===== config.mk =====
export PLATFORM = sky130hd
export DESIGN_NAME = zero_seq_overvoltage_stage
export DESIGN_NICKNAME = d
export VERILOG_FILES = /design/src/zero_seq_pkg.sv /design/src/zero_seq_overvoltage_stage.sv
export VERILOG_INCLUDE_DIRS = /design/src
export SDC_FILE = /design/constraint.sdc
export NUM_CORES = 2
export LEC_CHECK = 0
export ABC_AREA = 1
export BUFFER_PORTS_ARGS = -buffer_cell sky130_fd_sc_hd__buf_2
export CELL_PAD_IN_SITES_DETAIL_PLACEMENT = 0
export CELL_PAD_IN_SITES_GLOBAL_PLACEMENT = 1
export CORE_MARGIN = 5
export CORE_UTILIZATION = 52
export DETAILED_ROUTE_END_ITERATION = 8
export GPL_TIMING_DRIVEN = 0
export MAX_ROUTING_LAYER = met4
export PLACE_DENSITY = 0.93
export SETUP_SLACK_MARGIN = 0.1
export SLEW_MARGIN = 20
export SYNTH_ARGS = -nofsm -noshare
export SYNTH_HDL_FRONTEND = slang
export SYNTH_SLANG_ARGS = --single-unit

===== constraint.sdc =====
create_clock -name pclk -period 12.4 [get_ports pclk]
set_input_delay 2.48 -clock pclk [delete_from_list [all_inputs] [get_ports pclk]]
set_output_delay 2.48 -clock pclk [all_outputs]
set_load 0.01 [all_outputs]

===== src/zero_seq_cfg.svh =====
// Constants of the residual overvoltage block: register offsets, field positions, reset values, timing counts.
// Assumes inclusion by bare name from the package and from the design file.
`ifndef ZERO_SEQ_CFG_SVH
`define ZERO_SEQ_CFG_SVH
`define CLK_FREQ_HZ 50_000_000
`define MS_PER_S 1000
`define CYCLES_PER_MS (`CLK_FREQ_HZ / `MS_PER_S)
`define FORCE_TIMEOUT_S 300
`define PCT_FULL 7'h64
`define PCT_STEP 32'h0000_0064
`define GROUPS 4
`define LOG_DEPTH 4'h8
`define ADDR_CTRL 8'h00
`define ADDR_STATUS 8'h04
`define ADDR_FORCE_STATE 8'h08
`define ADDR_INT_STATUS 8'h0C
`define ADDR_INT_MASK 8'h10
`define ADDR_SCALE 8'h14
`define ADDR_START_COUNT 8'h18
`define ADDR_TRIP_COUNT 8'h1C
`define ADDR_PICKUP_BASE 8'h40
`define ADDR_DELAY_BASE 8'h60
`define ADDR_LOG_SEL 8'h80
`define ADDR_LOG_DATE 8'h84
`define ADDR_LOG_TIME 8'h88
`define ADDR_LOG_INFO 8'h8C
`define CTRL_FORCE_BIT 0
`define CTRL_MODE_LSB 1
`define CTRL_GROUP_LSB 4
`define CTRL_SOURCE_LSB 8
`define CTRL_INDEX_LSB 12
`define CTRL_CLR_START_BIT 16
`define CTRL_CLR_TRIP_BIT 17
`define CTRL_WRITE_MASK 32'h0000_F73F
`define CTRL_RESET 32'h0000_0000
`define SCALE_RESET 32'h0001_0000
`define PICKUP_RESET 16'h0064
`define DELAY_RESET 16'h0064
`define INT_EVENTS 6
`endif


===== src/zero_seq_pkg.sv =====
// Types shared by the residual overvoltage block.
// Assumes the constants header is on the include path.
`include "zero_seq_cfg.svh"
package zero_seq_pkg;
  typedef enum logic [1:0] {ST_IDLE = 2'b00, ST_BLOCKED = 2'b01, ST_STARTED = 2'b10, ST_TRIPPED = 2'b11} stage_state_t;
  typedef enum logic [1:0] {MODE_DIRECT = 2'b00, MODE_CALC = 2'b01, MODE_SINGLE = 2'b10, MODE_OFF = 2'b11} meas_mode_t;
  typedef enum logic [2:0] {
    SRC_NONE = 3'b000, SRC_DIGITAL = 3'b001, SRC_VIRTUAL_IN = 3'b010, SRC_INDICATOR = 3'b011, SRC_VIRTUAL_OUT = 3'b100
  } group_source_t;
endpackage : zero_seq_pkg


===== src/zero_seq_overvoltage_stage.sv =====
// Two definite-time residual overvoltage stages with setting groups, counters, force flag and fault log, on APB.
// Assumes a fundamental-frequency magnitude from the front end and time stamps from the relay framework.
// How it works
// Voltage above pick-up starts the stage.
// Start lasting the operate delay trips.
// Only the fundamental-frequency magnitude is supervised.
// Single voltage modes block the function.
// Direct mode scales by transformer secondary.
// Low-set and high-set definite-time stages.
// Four setting groups, switched by inputs or manually; inputs reach only groups 1 and 2 in the block.
// Source selector picks the group control signal.
// Status idle/blocked/started/tripped; forceable while flagged.
// Start counter, clearable by the operator.
// Trip counter, clearable by the operator.
// Shared force flag clears after five minutes.
// Operator gives password before editing settings; the block has no password check and takes settings writes without one.
// Values are tenths of percent of rated.
// Log time, voltage, delay, group per fault.
// Elapsed delay in percent, 100 means trip.
// Full log drops its oldest entry.
`timescale 1ns/1ps
`default_nettype none
`include "zero_seq_cfg.svh"

module definite_time_stage
  import zero_seq_pkg::*;
(
  // Clock and reset.
  input wire logic pclk,
  input wire logic presetn,
  // Measurement and settings.
  input wire logic enable,
  input wire logic meas_valid,
  input wire logic [15:0] measure,
  input wire logic [15:0] pickup,
  input wire logic [15:0] delay_ms,
  // Test forcing and counter clears.
  input wire logic force_on,
  input wire logic forced_start,
  input wire logic forced_trip,
  input wire logic clr_start,
  input wire logic clr_trip,
  // Results.
  output stage_state_t state,
  output logic start,
  output logic trip,
  output logic start_rise,
  output logic trip_rise,
  output logic fault_end,
  output logic [6:0] elapsed_pct,
  output logic [15:0] peak,
  output logic [15:0] start_count,
  output logic [15:0] trip_count
);
  logic picked;
  logic picked_q;
  logic start_q;
  logic trip_q;
  logic [31:0] acc;
  logic [31:0] limit;
  logic [31:0] next_acc;

  always_ff @(posedge pclk or negedge presetn) begin
    if (!presetn) begin
      picked <= 1'b0;
    end else if (!enable) begin
      picked <= 1'b0;
    end else if (meas_valid) begin
      picked <= measure > pickup;
    end
  end

  assign limit = 32'(delay_ms) * 32'(`CYCLES_PER_MS);
  assign next_acc = acc + `PCT_STEP;

  // The percentage advances once per hundredth of the delay, so reaching 100 is the trip moment.
  // It is cleared while dropped out, so a new pick-up never sees the last fault's 100 as a trip.
  // The fault log still reads the held value at the clearing edge.
  always_ff @(posedge pclk or negedge presetn) begin
    if (!presetn) begin
      acc <= 32'h0000_0000;
      elapsed_pct <= 7'h00;
      peak <= 16'h0000;
    end else if (!picked) begin
      acc <= 32'h0000_0000;
      elapsed_pct <= 7'h00;
    end else begin
      if (!picked_q) begin
        peak <= measure;
      end else if (meas_valid && measure > peak) begin
        peak <= measure;
      end
      if (elapsed_pct != `PCT_FULL) begin
        if (next_acc >= limit) begin
          acc <= next_acc - limit;
          elapsed_pct <= elapsed_pct + 7'h01;
        end else begin
          acc <= next_acc;
        end
      end
    end
  end

  assign start = force_on ? (forced_start | forced_trip) : picked;
  assign trip = force_on ? forced_trip : (picked && elapsed_pct == `PCT_FULL);
  assign start_rise = start && !start_q;
  assign trip_rise = trip && !trip_q;
  assign fault_end = picked_q && !picked;

  always_comb begin
    if (trip) begin
      state = ST_TRIPPED;
    end else if (start) begin
      state = ST_STARTED;
    end else if (!enable) begin
      state = ST_BLOCKED;
    end else begin
      state = ST_IDLE;
    end
  end

  always_ff @(posedge pclk or negedge presetn) begin
    if (!presetn) begin
      picked_q <= 1'b0;
      start_q <= 1'b0;
      trip_q <= 1'b0;
    end else begin
      picked_q <= picked;
      start_q <= start;
      trip_q <= trip;
    end
  end

  // An event in the clearing cycle is kept by counting it as the first after the clear.
  always_ff @(posedge pclk or negedge presetn) begin
    if (!presetn) begin
      start_count <= 16'h0000;
    end else if (start_rise) begin
      start_count <= clr_start ? 16'h0001 : start_count + 16'h0001;
    end else if (clr_start) begin
      start_count <= 16'h0000;
    end
  end

  always_ff @(posedge pclk or negedge presetn) begin
    if (!presetn) begin
      trip_count <= 16'h0000;
    end else if (trip_rise) begin
      trip_count <= clr_trip ? 16'h0001 : trip_count + 16'h0001;
    end else if (clr_trip) begin
      trip_count <= 16'h0000;
    end
  end
endmodule : definite_time_stage

module zero_seq_overvoltage_stage
  import zero_seq_pkg::*;
#(
  parameter logic [35:0] FORCE_TIMEOUT_CYCLES = 36'(64'(`FORCE_TIMEOUT_S) * 64'(`CLK_FREQ_HZ))
) (
  // Clock and reset.
  input wire logic pclk,
  input wire logic presetn,
  // APB slave.
  input wire logic psel,
  input wire logic penable,
  input wire logic pwrite,
  input wire logic [7:0] paddr,
  input wire logic [31:0] pwdata,
  output logic [31:0] prdata,
  output logic pready,
  output logic pslverr,
  // Measurement front end, same clock.
  input wire logic meas_valid,
  input wire logic [15:0] residual_direct_raw,
  input wire logic [15:0] residual_calc_pct,
  // Group control signals.
  input wire logic [7:0] digital_input_n,
  input wire logic [7:0] virtual_input_n,
  input wire logic [7:0] indicator_signal_n,
  input wire logic [7:0] virtual_output_n,
  // Time stamp source, same clock.
  input wire logic [31:0] stamp_date,
  input wire logic [31:0] stamp_time_ms,
  // Stage outputs and interrupt.
  output logic low_set_start,
  output logic low_set_trip,
  output logic high_set_start,
  output logic high_set_trip,
  output logic irq
);
  logic [31:0] ctrl;
  logic [3:0] force_state;
  logic [`INT_EVENTS-1:0] int_status;
  logic [`INT_EVENTS-1:0] int_mask;
  logic [31:0] scale;
  logic [15:0] pickup [0:7];
  logic [15:0] delay [0:7];
  logic [35:0] force_timer;
  logic force_timeout;
  logic [7:0] din_meta;
  logic [7:0] din_sync;
  logic [2:0] log_sel;
  logic [2:0] log_wp;
  logic [3:0] log_count;
  logic [31:0] log_date [0:7];
  logic [31:0] log_time [0:7];
  logic [31:0] log_info [0:7];
  logic wr;
  logic rd_setup;
  logic mapped;
  logic [31:0] next_rdata;
  logic [31:0] scaled;
  logic [15:0] residual_voltage_value;
  logic disabled;
  logic force_flag;
  meas_mode_t mode;
  group_source_t source;
  logic [7:0] source_bits;
  logic group_signal;
  logic [1:0] active_group;
  logic [2:0] low_idx;
  logic [2:0] high_idx;
  logic [2:0] log_rd;
  stage_state_t low_state;
  stage_state_t high_state;
  logic low_start_rise;
  logic low_trip_rise;
  logic low_end;
  logic high_start_rise;
  logic high_trip_rise;
  logic high_end;
  logic [6:0] low_pct;
  logic [6:0] high_pct;
  logic [15:0] low_peak;
  logic [15:0] high_peak;
  logic [15:0] low_starts;
  logic [15:0] high_starts;
  logic [15:0] low_trips;
  logic [15:0] high_trips;
  logic log_write;
  logic [`INT_EVENTS-1:0] events;

  assign wr = psel && penable && pwrite;
  assign rd_setup = psel && !penable && !pwrite;
  assign pready = 1'b1;
  assign force_flag = ctrl[`CTRL_FORCE_BIT];
  assign mode = meas_mode_t'(ctrl[`CTRL_MODE_LSB +: 2]);
  assign source = group_source_t'(ctrl[`CTRL_SOURCE_LSB +: 3]);

  always_ff @(posedge pclk or negedge presetn) begin
    if (!presetn) begin
      din_meta <= 8'h00;
      din_sync <= 8'h00;
    end else begin
      din_meta <= digital_input_n;
      din_sync <= din_meta;
    end
  end

  // Group control: no source leaves the manual group; a selected signal toggles between groups 1 and 2.
  always_comb begin
    case (source)
      SRC_DIGITAL: source_bits = din_sync;
      SRC_VIRTUAL_IN: source_bits = virtual_input_n;
      SRC_INDICATOR: source_bits = indicator_signal_n;
      SRC_VIRTUAL_OUT: source_bits = virtual_output_n;
      default: source_bits = 8'h00;
    endcase
  end
  assign group_signal = source_bits[ctrl[`CTRL_INDEX_LSB +: 3]];
  assign active_group = (source == SRC_NONE) ? ctrl[`CTRL_GROUP_LSB +: 2] : {1'b0, group_signal};
  assign low_idx = {1'b0, active_group};
  assign high_idx = {1'b1, active_group};

  // The front end delivers the fundamental magnitude only, so harmonics never reach the comparison.
  assign scaled = 32'(residual_direct_raw) * scale;
  assign residual_voltage_value = (mode == MODE_DIRECT) ? scaled[31:16] : residual_calc_pct;
  assign disabled = (mode == MODE_SINGLE) || (mode == MODE_OFF);

  definite_time_stage u_low_set_stage (
    .pclk(pclk), .presetn(presetn), .enable(!disabled), .meas_valid(meas_valid),
    .measure(residual_voltage_value), .pickup(pickup[low_idx]), .delay_ms(delay[low_idx]),
    .force_on(force_flag), .forced_start(force_state[0]), .forced_trip(force_state[1]),
    .clr_start(wr && paddr == `ADDR_CTRL && pwdata[`CTRL_CLR_START_BIT]),
    .clr_trip(wr && paddr == `ADDR_CTRL && pwdata[`CTRL_CLR_TRIP_BIT]),
    .state(low_state), .start(low_set_start), .trip(low_set_trip), .start_rise(low_start_rise),
    .trip_rise(low_trip_rise), .fault_end(low_end), .elapsed_pct(low_pct), .peak(low_peak),
    .start_count(low_starts), .trip_count(low_trips)
  );

  definite_time_stage u_high_set_stage (
    .pclk(pclk), .presetn(presetn), .enable(!disabled), .meas_valid(meas_valid),
    .measure(residual_voltage_value), .pickup(pickup[high_idx]), .delay_ms(delay[high_idx]),
    .force_on(force_flag), .forced_start(force_state[2]), .forced_trip(force_state[3]),
    .clr_start(wr && paddr == `ADDR_CTRL && pwdata[`CTRL_CLR_START_BIT]),
    .clr_trip(wr && paddr == `ADDR_CTRL && pwdata[`CTRL_CLR_TRIP_BIT]),
    .state(high_state), .start(high_set_start), .trip(high_set_trip), .start_rise(high_start_rise),
    .trip_rise(high_trip_rise), .fault_end(high_end), .elapsed_pct(high_pct), .peak(high_peak),
    .start_count(high_starts), .trip_count(high_trips)
  );

  // Any register write restarts the force timeout, standing in for operator activity.
  assign force_timeout = force_flag && !wr && force_timer == FORCE_TIMEOUT_CYCLES - 36'h0_0000_0001;
  always_ff @(posedge pclk or negedge presetn) begin
    if (!presetn) begin
      force_timer <= 36'h0_0000_0000;
    end else if (!force_flag || wr) begin
      force_timer <= 36'h0_0000_0000;
    end else begin
      force_timer <= force_timer + 36'h0_0000_0001;
    end
  end

  always_ff @(posedge pclk or negedge presetn) begin
    if (!presetn) begin
      ctrl <= `CTRL_RESET;
    end else if (wr && paddr == `ADDR_CTRL) begin
      ctrl <= pwdata & `CTRL_WRITE_MASK;
    end else if (force_timeout) begin
      ctrl[`CTRL_FORCE_BIT] <= 1'b0;
    end
  end

  always_ff @(posedge pclk or negedge presetn) begin
    if (!presetn) begin
      force_state <= 4'h0;
      scale <= `SCALE_RESET;
      int_mask <= '0;
    end else if (wr) begin
      if (paddr == `ADDR_FORCE_STATE && force_flag) begin
        force_state <= pwdata[3:0];
      end
      if (paddr == `ADDR_SCALE) begin
        scale <= pwdata;
      end
      if (paddr == `ADDR_INT_MASK) begin
        int_mask <= pwdata[`INT_EVENTS-1:0];
      end
    end
  end

  always_ff @(posedge pclk or negedge presetn) begin
    if (!presetn) begin
      for (int i = 0; i < 8; i++) begin
        pickup[i] <= `PICKUP_RESET;
        delay[i] <= `DELAY_RESET;
      end
    end else if (wr && paddr[7:5] == `ADDR_PICKUP_BASE >> 5) begin
      pickup[paddr[4:2]] <= pwdata[15:0];
    end else if (wr && paddr[7:5] == `ADDR_DELAY_BASE >> 5) begin
      delay[paddr[4:2]] <= pwdata[15:0];
    end
  end

  assign events = {force_timeout, log_write, high_trip_rise, high_start_rise, low_trip_rise, low_start_rise};
  always_ff @(posedge pclk or negedge presetn) begin
    if (!presetn) begin
      int_status <= '0;
    end else if (wr && paddr == `ADDR_INT_STATUS) begin
      int_status <= (int_status & ~pwdata[`INT_EVENTS-1:0]) | events;
    end else begin
      int_status <= int_status | events;
    end
  end
  assign irq = |(int_status & int_mask);

  // The high-set stage wins when both faults end in the same cycle.
  assign log_write = low_end || high_end;
  always_ff @(posedge pclk or negedge presetn) begin
    if (!presetn) begin
      log_wp <= 3'h0;
      log_count <= 4'h0;
      for (int i = 0; i < 8; i++) begin
        log_date[i] <= 32'h0000_0000;
        log_time[i] <= 32'h0000_0000;
        log_info[i] <= 32'h0000_0000;
      end
    end else if (log_write) begin
      log_date[log_wp] <= stamp_date;
      log_time[log_wp] <= stamp_time_ms;
      log_info[log_wp] <= high_end ? {5'h00, high_end, active_group, 1'b0, high_pct, high_peak}
                                   : {5'h00, high_end, active_group, 1'b0, low_pct, low_peak};
      log_wp <= log_wp + 3'h1;
      if (log_count != `LOG_DEPTH) begin
        log_count <= log_count + 4'h1;
      end
    end
  end

  always_ff @(posedge pclk or negedge presetn) begin
    if (!presetn) begin
      log_sel <= 3'h0;
    end else if (wr && paddr == `ADDR_LOG_SEL) begin
      log_sel <= pwdata[2:0];
    end
  end
  assign log_rd = log_wp - 3'h1 - log_sel;

  always_comb begin
    next_rdata = 32'h0000_0000;
    mapped = 1'b1;
    if (paddr[7:5] == `ADDR_PICKUP_BASE >> 5) begin
      next_rdata = {16'h0000, pickup[paddr[4:2]]};
    end else if (paddr[7:5] == `ADDR_DELAY_BASE >> 5) begin
      next_rdata = {16'h0000, delay[paddr[4:2]]};
    end else begin
      case (paddr)
        `ADDR_CTRL: next_rdata = ctrl;
        `ADDR_STATUS: next_rdata = {22'h00_0000, active_group, 1'b0, high_state, low_state, 2'b00, force_flag};
        `ADDR_FORCE_STATE: next_rdata = {28'h000_0000, force_state};
        `ADDR_INT_STATUS: next_rdata = {26'h000_0000, int_status};
        `ADDR_INT_MASK: next_rdata = {26'h000_0000, int_mask};
        `ADDR_SCALE: next_rdata = scale;
        `ADDR_START_COUNT: next_rdata = {high_starts, low_starts};
        `ADDR_TRIP_COUNT: next_rdata = {high_trips, low_trips};
        `ADDR_LOG_SEL: next_rdata = {25'h000_0000, log_count, log_sel};
        `ADDR_LOG_DATE: next_rdata = ({1'b0, log_sel} < log_count) ? log_date[log_rd] : 32'h0000_0000;
        `ADDR_LOG_TIME: next_rdata = ({1'b0, log_sel} < log_count) ? log_time[log_rd] : 32'h0000_0000;
        `ADDR_LOG_INFO: next_rdata = ({1'b0, log_sel} < log_count) ? log_info[log_rd] : 32'h0000_0000;
        default: mapped = 1'b0;
      endcase
    end
  end

  always_ff @(posedge pclk or negedge presetn) begin
    if (!presetn) begin
      prdata <= 32'h0000_0000;
    end else if (rd_setup) begin
      prdata <= mapped ? next_rdata : 32'h0000_0000;
    end
  end
  assign pslverr = psel && penable && !mapped;

  a_start_pickup: assert property (@(posedge pclk) disable iff (!presetn)
    (meas_valid && !disabled && !force_flag && residual_voltage_value > pickup[low_idx]) ##1 !force_flag |-> low_set_start)
    else $error("low-set stage did not start above pick-up");
  a_trip_at_full: assert property (@(posedge pclk) disable iff (!presetn)
    $rose(low_set_trip) && !force_flag |-> low_pct == `PCT_FULL && low_set_start)
    else $error("low-set trip before full delay");
  a_trip_needs_start: assert property (@(posedge pclk) disable iff (!presetn)
    high_set_trip |-> high_set_start)
    else $error("high-set trip without start");
  a_single_blocks: assert property (@(posedge pclk) disable iff (!presetn)
    (disabled && !force_flag) ##1 (disabled && !force_flag) |-> !low_set_start && low_state == ST_BLOCKED)
    else $error("stage active in single voltage mode");
  a_direct_scale: assert property (@(posedge pclk) disable iff (!presetn)
    mode == MODE_DIRECT && scale == `SCALE_RESET |-> residual_voltage_value == residual_direct_raw)
    else $error("unit scale changed the direct residual value");
  a_manual_group: assert property (@(posedge pclk) disable iff (!presetn)
    source == SRC_NONE |-> active_group == ctrl[`CTRL_GROUP_LSB +: 2])
    else $error("manual group not applied");
  a_forced_trip: assert property (@(posedge pclk) disable iff (!presetn)
    force_flag && force_state[1] |-> low_set_trip && low_state == ST_TRIPPED)
    else $error("forced trip not shown");
  a_start_count: assert property (@(posedge pclk) disable iff (!presetn)
    $rose(low_set_start) && !(wr && paddr == `ADDR_CTRL) |=> low_starts == $past(low_starts) + 16'h0001)
    else $error("start counter missed an event");
  a_trip_count: assert property (@(posedge pclk) disable iff (!presetn)
    $rose(high_set_trip) && !(wr && paddr == `ADDR_CTRL) |=> high_trips == $past(high_trips) + 16'h0001)
    else $error("trip counter missed an event");
  a_force_expire: assert property (@(posedge pclk) disable iff (!presetn)
    force_timeout |=> !force_flag && int_status[5])
    else $error("force flag survived its timeout");
  a_log_full: assert property (@(posedge pclk) disable iff (!presetn)
    log_write && log_count == `LOG_DEPTH |=> log_count == `LOG_DEPTH && log_wp == $past(log_wp) + 3'h1)
    else $error("full log did not overwrite the oldest entry");
  c_low_trip: cover property (@(posedge pclk) disable iff (!presetn) $rose(low_set_trip) && !force_flag);
  c_high_trip: cover property (@(posedge pclk) disable iff (!presetn) $rose(high_set_trip) && !force_flag);
  c_force_timeout: cover property (@(posedge pclk) disable iff (!presetn) force_timeout);
  c_log_wrap: cover property (@(posedge pclk) disable iff (!presetn) log_write && log_count == `LOG_DEPTH);
endmodule : zero_seq_overvoltage_stage
`default_nettype wire


==> flow_summary.yaml <==
outcome:
  outcome: "finished, violations left"
  failed_checks: "DRC"
timing:
  finalClockSkew_ns: 0.0803
  period_share: 0.908
  tns_ns: 0
  worst_slew_pin_slew_ns: 1.39
  grt_setup_unrepaired: "no"
  finalHoldViolCount: 0
  max_freq_mhz: 88.8
  period_needed_ns: 11.26
  setup_viol: 0
  slew_headroom: 0.0712
  fin_hold_ws_ns: 0.345
  slew_viol_final: 0
worst_setup_path:
  timing.rr.start: "ctrl[9]"
  reg2reg_depth: 46
  critPathLaunch: "residual_direct_raw[1]"
  path_common_cell: "nand2_1"
  reg2reg_slack_ns: 2.38
  critPathMaxFanout: 10
  slowest_delay_ns: 0.60
  slowest_stage: "clkbuf_1"
  cp.required_ns: 13.06
  startpoint_type: "input pin"
  r2r_end: "u_low_set_stage.elapsed_pct[5]"
  arrival_ns: 11.93
  end_kind: "flop"
  crit_type: "in -> reg"
power:
  powerDensity_mw_per_mm2: 148
  leakage_uw: 0.0471
  ir_drop_uv: 188
  p_total_uw: 14200
yosys:
  yosysMostFrequentCell: "nand2_1"
  async_flop_share: 1.00
  synth-edff-count: 0
  synthXorXnorAreaFrac: 0.0188
  ys_warn_count: 0
  synthAdderAreaFrac: 0.148
  synth_compound_area_frac: 0.155
  yosys.area_share.simple: 0.207
  synthTopCellsByCount: "3168 x nand2_1, 1396 x o21ai_0, 1367 x inv_1, 1260 x dfrtp_1, 503 x a21oi_1"
  synth_nets: 12100
  synth_top_area_frac: 0.364
  ys_types: 79
  synth_top_family_by_area: "simple AND/OR/NAND/NOR gates"
  synth-seq-cells: 1309
  synth_area_leaders: "dfrtp_1 36%, nand2_1 14%, fa_1 8.8%"
  syn_area_per_cell_um2: 7.80
  yosysTopAreaCell: "dfrtp_1"
  synth_mux_area_frac: 0.00195
  ys_seq_area_frac: 0.379
  synthCells: 11100
  yosys_most_used_dff: "dfrtp_1"
  syn_area_mm2: 0.0865
worst_hold_path:
  hold_start: "din_meta[4]"
  whs_path_depth: 0
  hp-class: "reg -> reg"
  whs_endpoint: "din_sync[4]"
global_route:
  grt_pass1_wl_um: 562000
  grt_max_degree: 136
  grt_overflow: 0
  antenna_found_initial: 29
  grt_util_all_layers: 0.454
  grt_pass1_vias: 82200
clock_network:
  root_buffer: "clkbuf_16"
  clk_path_buf_depth: 3
  cts-buffers-inserted: 151
  cts_hold_buf: 0
  clk_pin_slew_ns: 0.06
  cts_htree_levels: 4
  cts_tree: "done"
  clock-sinks: 1309
  cts_resized: 0
  cts_setup_buffers: 0
  clock_latency_ns: 0.86
detailed_routing:
  drt_wl_total_um: 391000
  wl_per_cell_um: 28.3
  dr.pass1.iters: 9
  met3_length_um: 48900
  ant_nets: 0
  drt_iter0_markers: 12000
  m1WireLength_um: 147000
  viasPerCell: 6.20
  vias: 85700
  top_layer: "met4"
  met2_length_um: 166000
  drc: 10
placement:
  hpwl_um: 292000
  place_congestion: 1.09
  numPortBuffers: 203
floorplan:
  start_util: 0.524
  die_w_um: 418
  dieArea_mm2: 0.175
  fp.coreArea_mm2: 0.165
  num_io_pins: 213
  dieHeight_um: 418
  fp-row-count: 149
final_layout:
  syn_to_final_growth_pct: 11.0
  drive_above_1_share: 0.0728
  finalNetCount: 12400
job:
  drv_cap: 0
[through the flow]
| stage | utilization | setup WS (ns) | cells | instance area (um2) |
|---|---|---|---|---|
| floorplan | - | 3.01 | 11100 | 86500 |
| global placement | 0.547 | -20.28 | 13500 | 90300 |
| CTS | 0.581 | 1.21 | 13800 | 96000 |
| global route | 0.582 | 0.706 | 13800 | 96100 |
| finish | 0.582 | 1.14 | 13800 | 96100 |
| detailed placement | 0.550 | 0.365 | 13500 | 90800 |
[how the worst max path moves through the flow]
stage | end | cells after the start | slack, ns
after global placement | scale[22] | 1 | -20.28
after CTS | u_low_set_stage.peak[0] | 36 | 1.21
final | u_low_set_stage.peak[0] | 36 | 1.14
after global routing | u_low_set_stage.peak[0] | 36 | 0.71
after detailed placement | u_low_set_stage.peak[0] | 36 | 0.36
after floorplan | u_low_set_stage.peak[0] | 37 | 3.01
[worst max-delay path, delay by kind of cell]
kind / cells / cell delay (ns)
buffers and inverters: 9 / 2.04
and+or+nand+nor: 14 / 2.05
AOI/OAI and AO/OA: 5 / 1.60
adders and majority gates: 8 / 3.77
[report_power, final]
part / switching, uW / internal (uW)
Clock: 2040 / 2710
Sequential: 199 / 4590
Combinational: 3460 / 1230
[layer usage]
layer,vias to the layer above,global-route usage
met2,5772,0.650
li1,36700,-
met5,-,-
met3,1409,0.139
met1,41800,0.566
met4,0,0.273
[cells by family after synthesis]
group	count (synthesis)
AOI/OAI and AO/OA	2427
xor gates and xnor gates	186
adders and majority gates	793
buffers and inverters	2000
DFF	1309
muxes	15
other	1
and+or+nand+nor	4367
[cell usage in the layout (no fill, tap or decap), types with 18 or more instances in the layout]
cell       synthesis  routed
nand2_1         3168    3168
o21ai_0         1396    1393
inv_1           1367    1367
dfrtp_1         1260    1260
a21oi_1          503     502
nor2_1           434     434
clkbuf_1         421     427
nand3_1          415     415
ha_1             411     411
fa_1             382     382
buf_2            103     313
clkbuf_16          0     152
o22ai_1          117     117
nor3_1           106     105
xor2_1           105     105
nand4_1           91      91
xnor2_1           81      81
o21ai_1           70      64
o211ai_1          55      55
dfstp_2           49      49
a32o_1            47      47
diode_2            0      40
nor4_1            38      38
clkbuf_8           0      38
clkbuf_2           0      36
buf_1             45      34
a31oi_1           33      33
o221ai_1          29      29
o2111ai_1         27      27
or2_2             26      26
inv_2             23      23
buf_4             16      18
o21a_1            18      18
a221oi_1          18      18
clkinv_2           1      18
[layout make-up]
cell class / count / area (um2)
antenna: 40 / 100
buffer: 600 / 2610
clock buffer: 229 / 4470
clock inverter: 43 / 733
fill: 15500 / 69100
inverter: 1400 / 5270
multi-input combinational: 7789 / 46000
sequential: 1309 / 32800
tap: 2189 / 2740
timing repair buffer: 220 / 1410
[state kept, by name, indices dropped and copies added, names as in the netlist, 32 cells and up]
name and flops:
delay 128, force_timer 36, log_date 256, log_info 208, log_time 256, pickup 128
prdata 32, scale 32
Power figures use the tool's default switching activity.
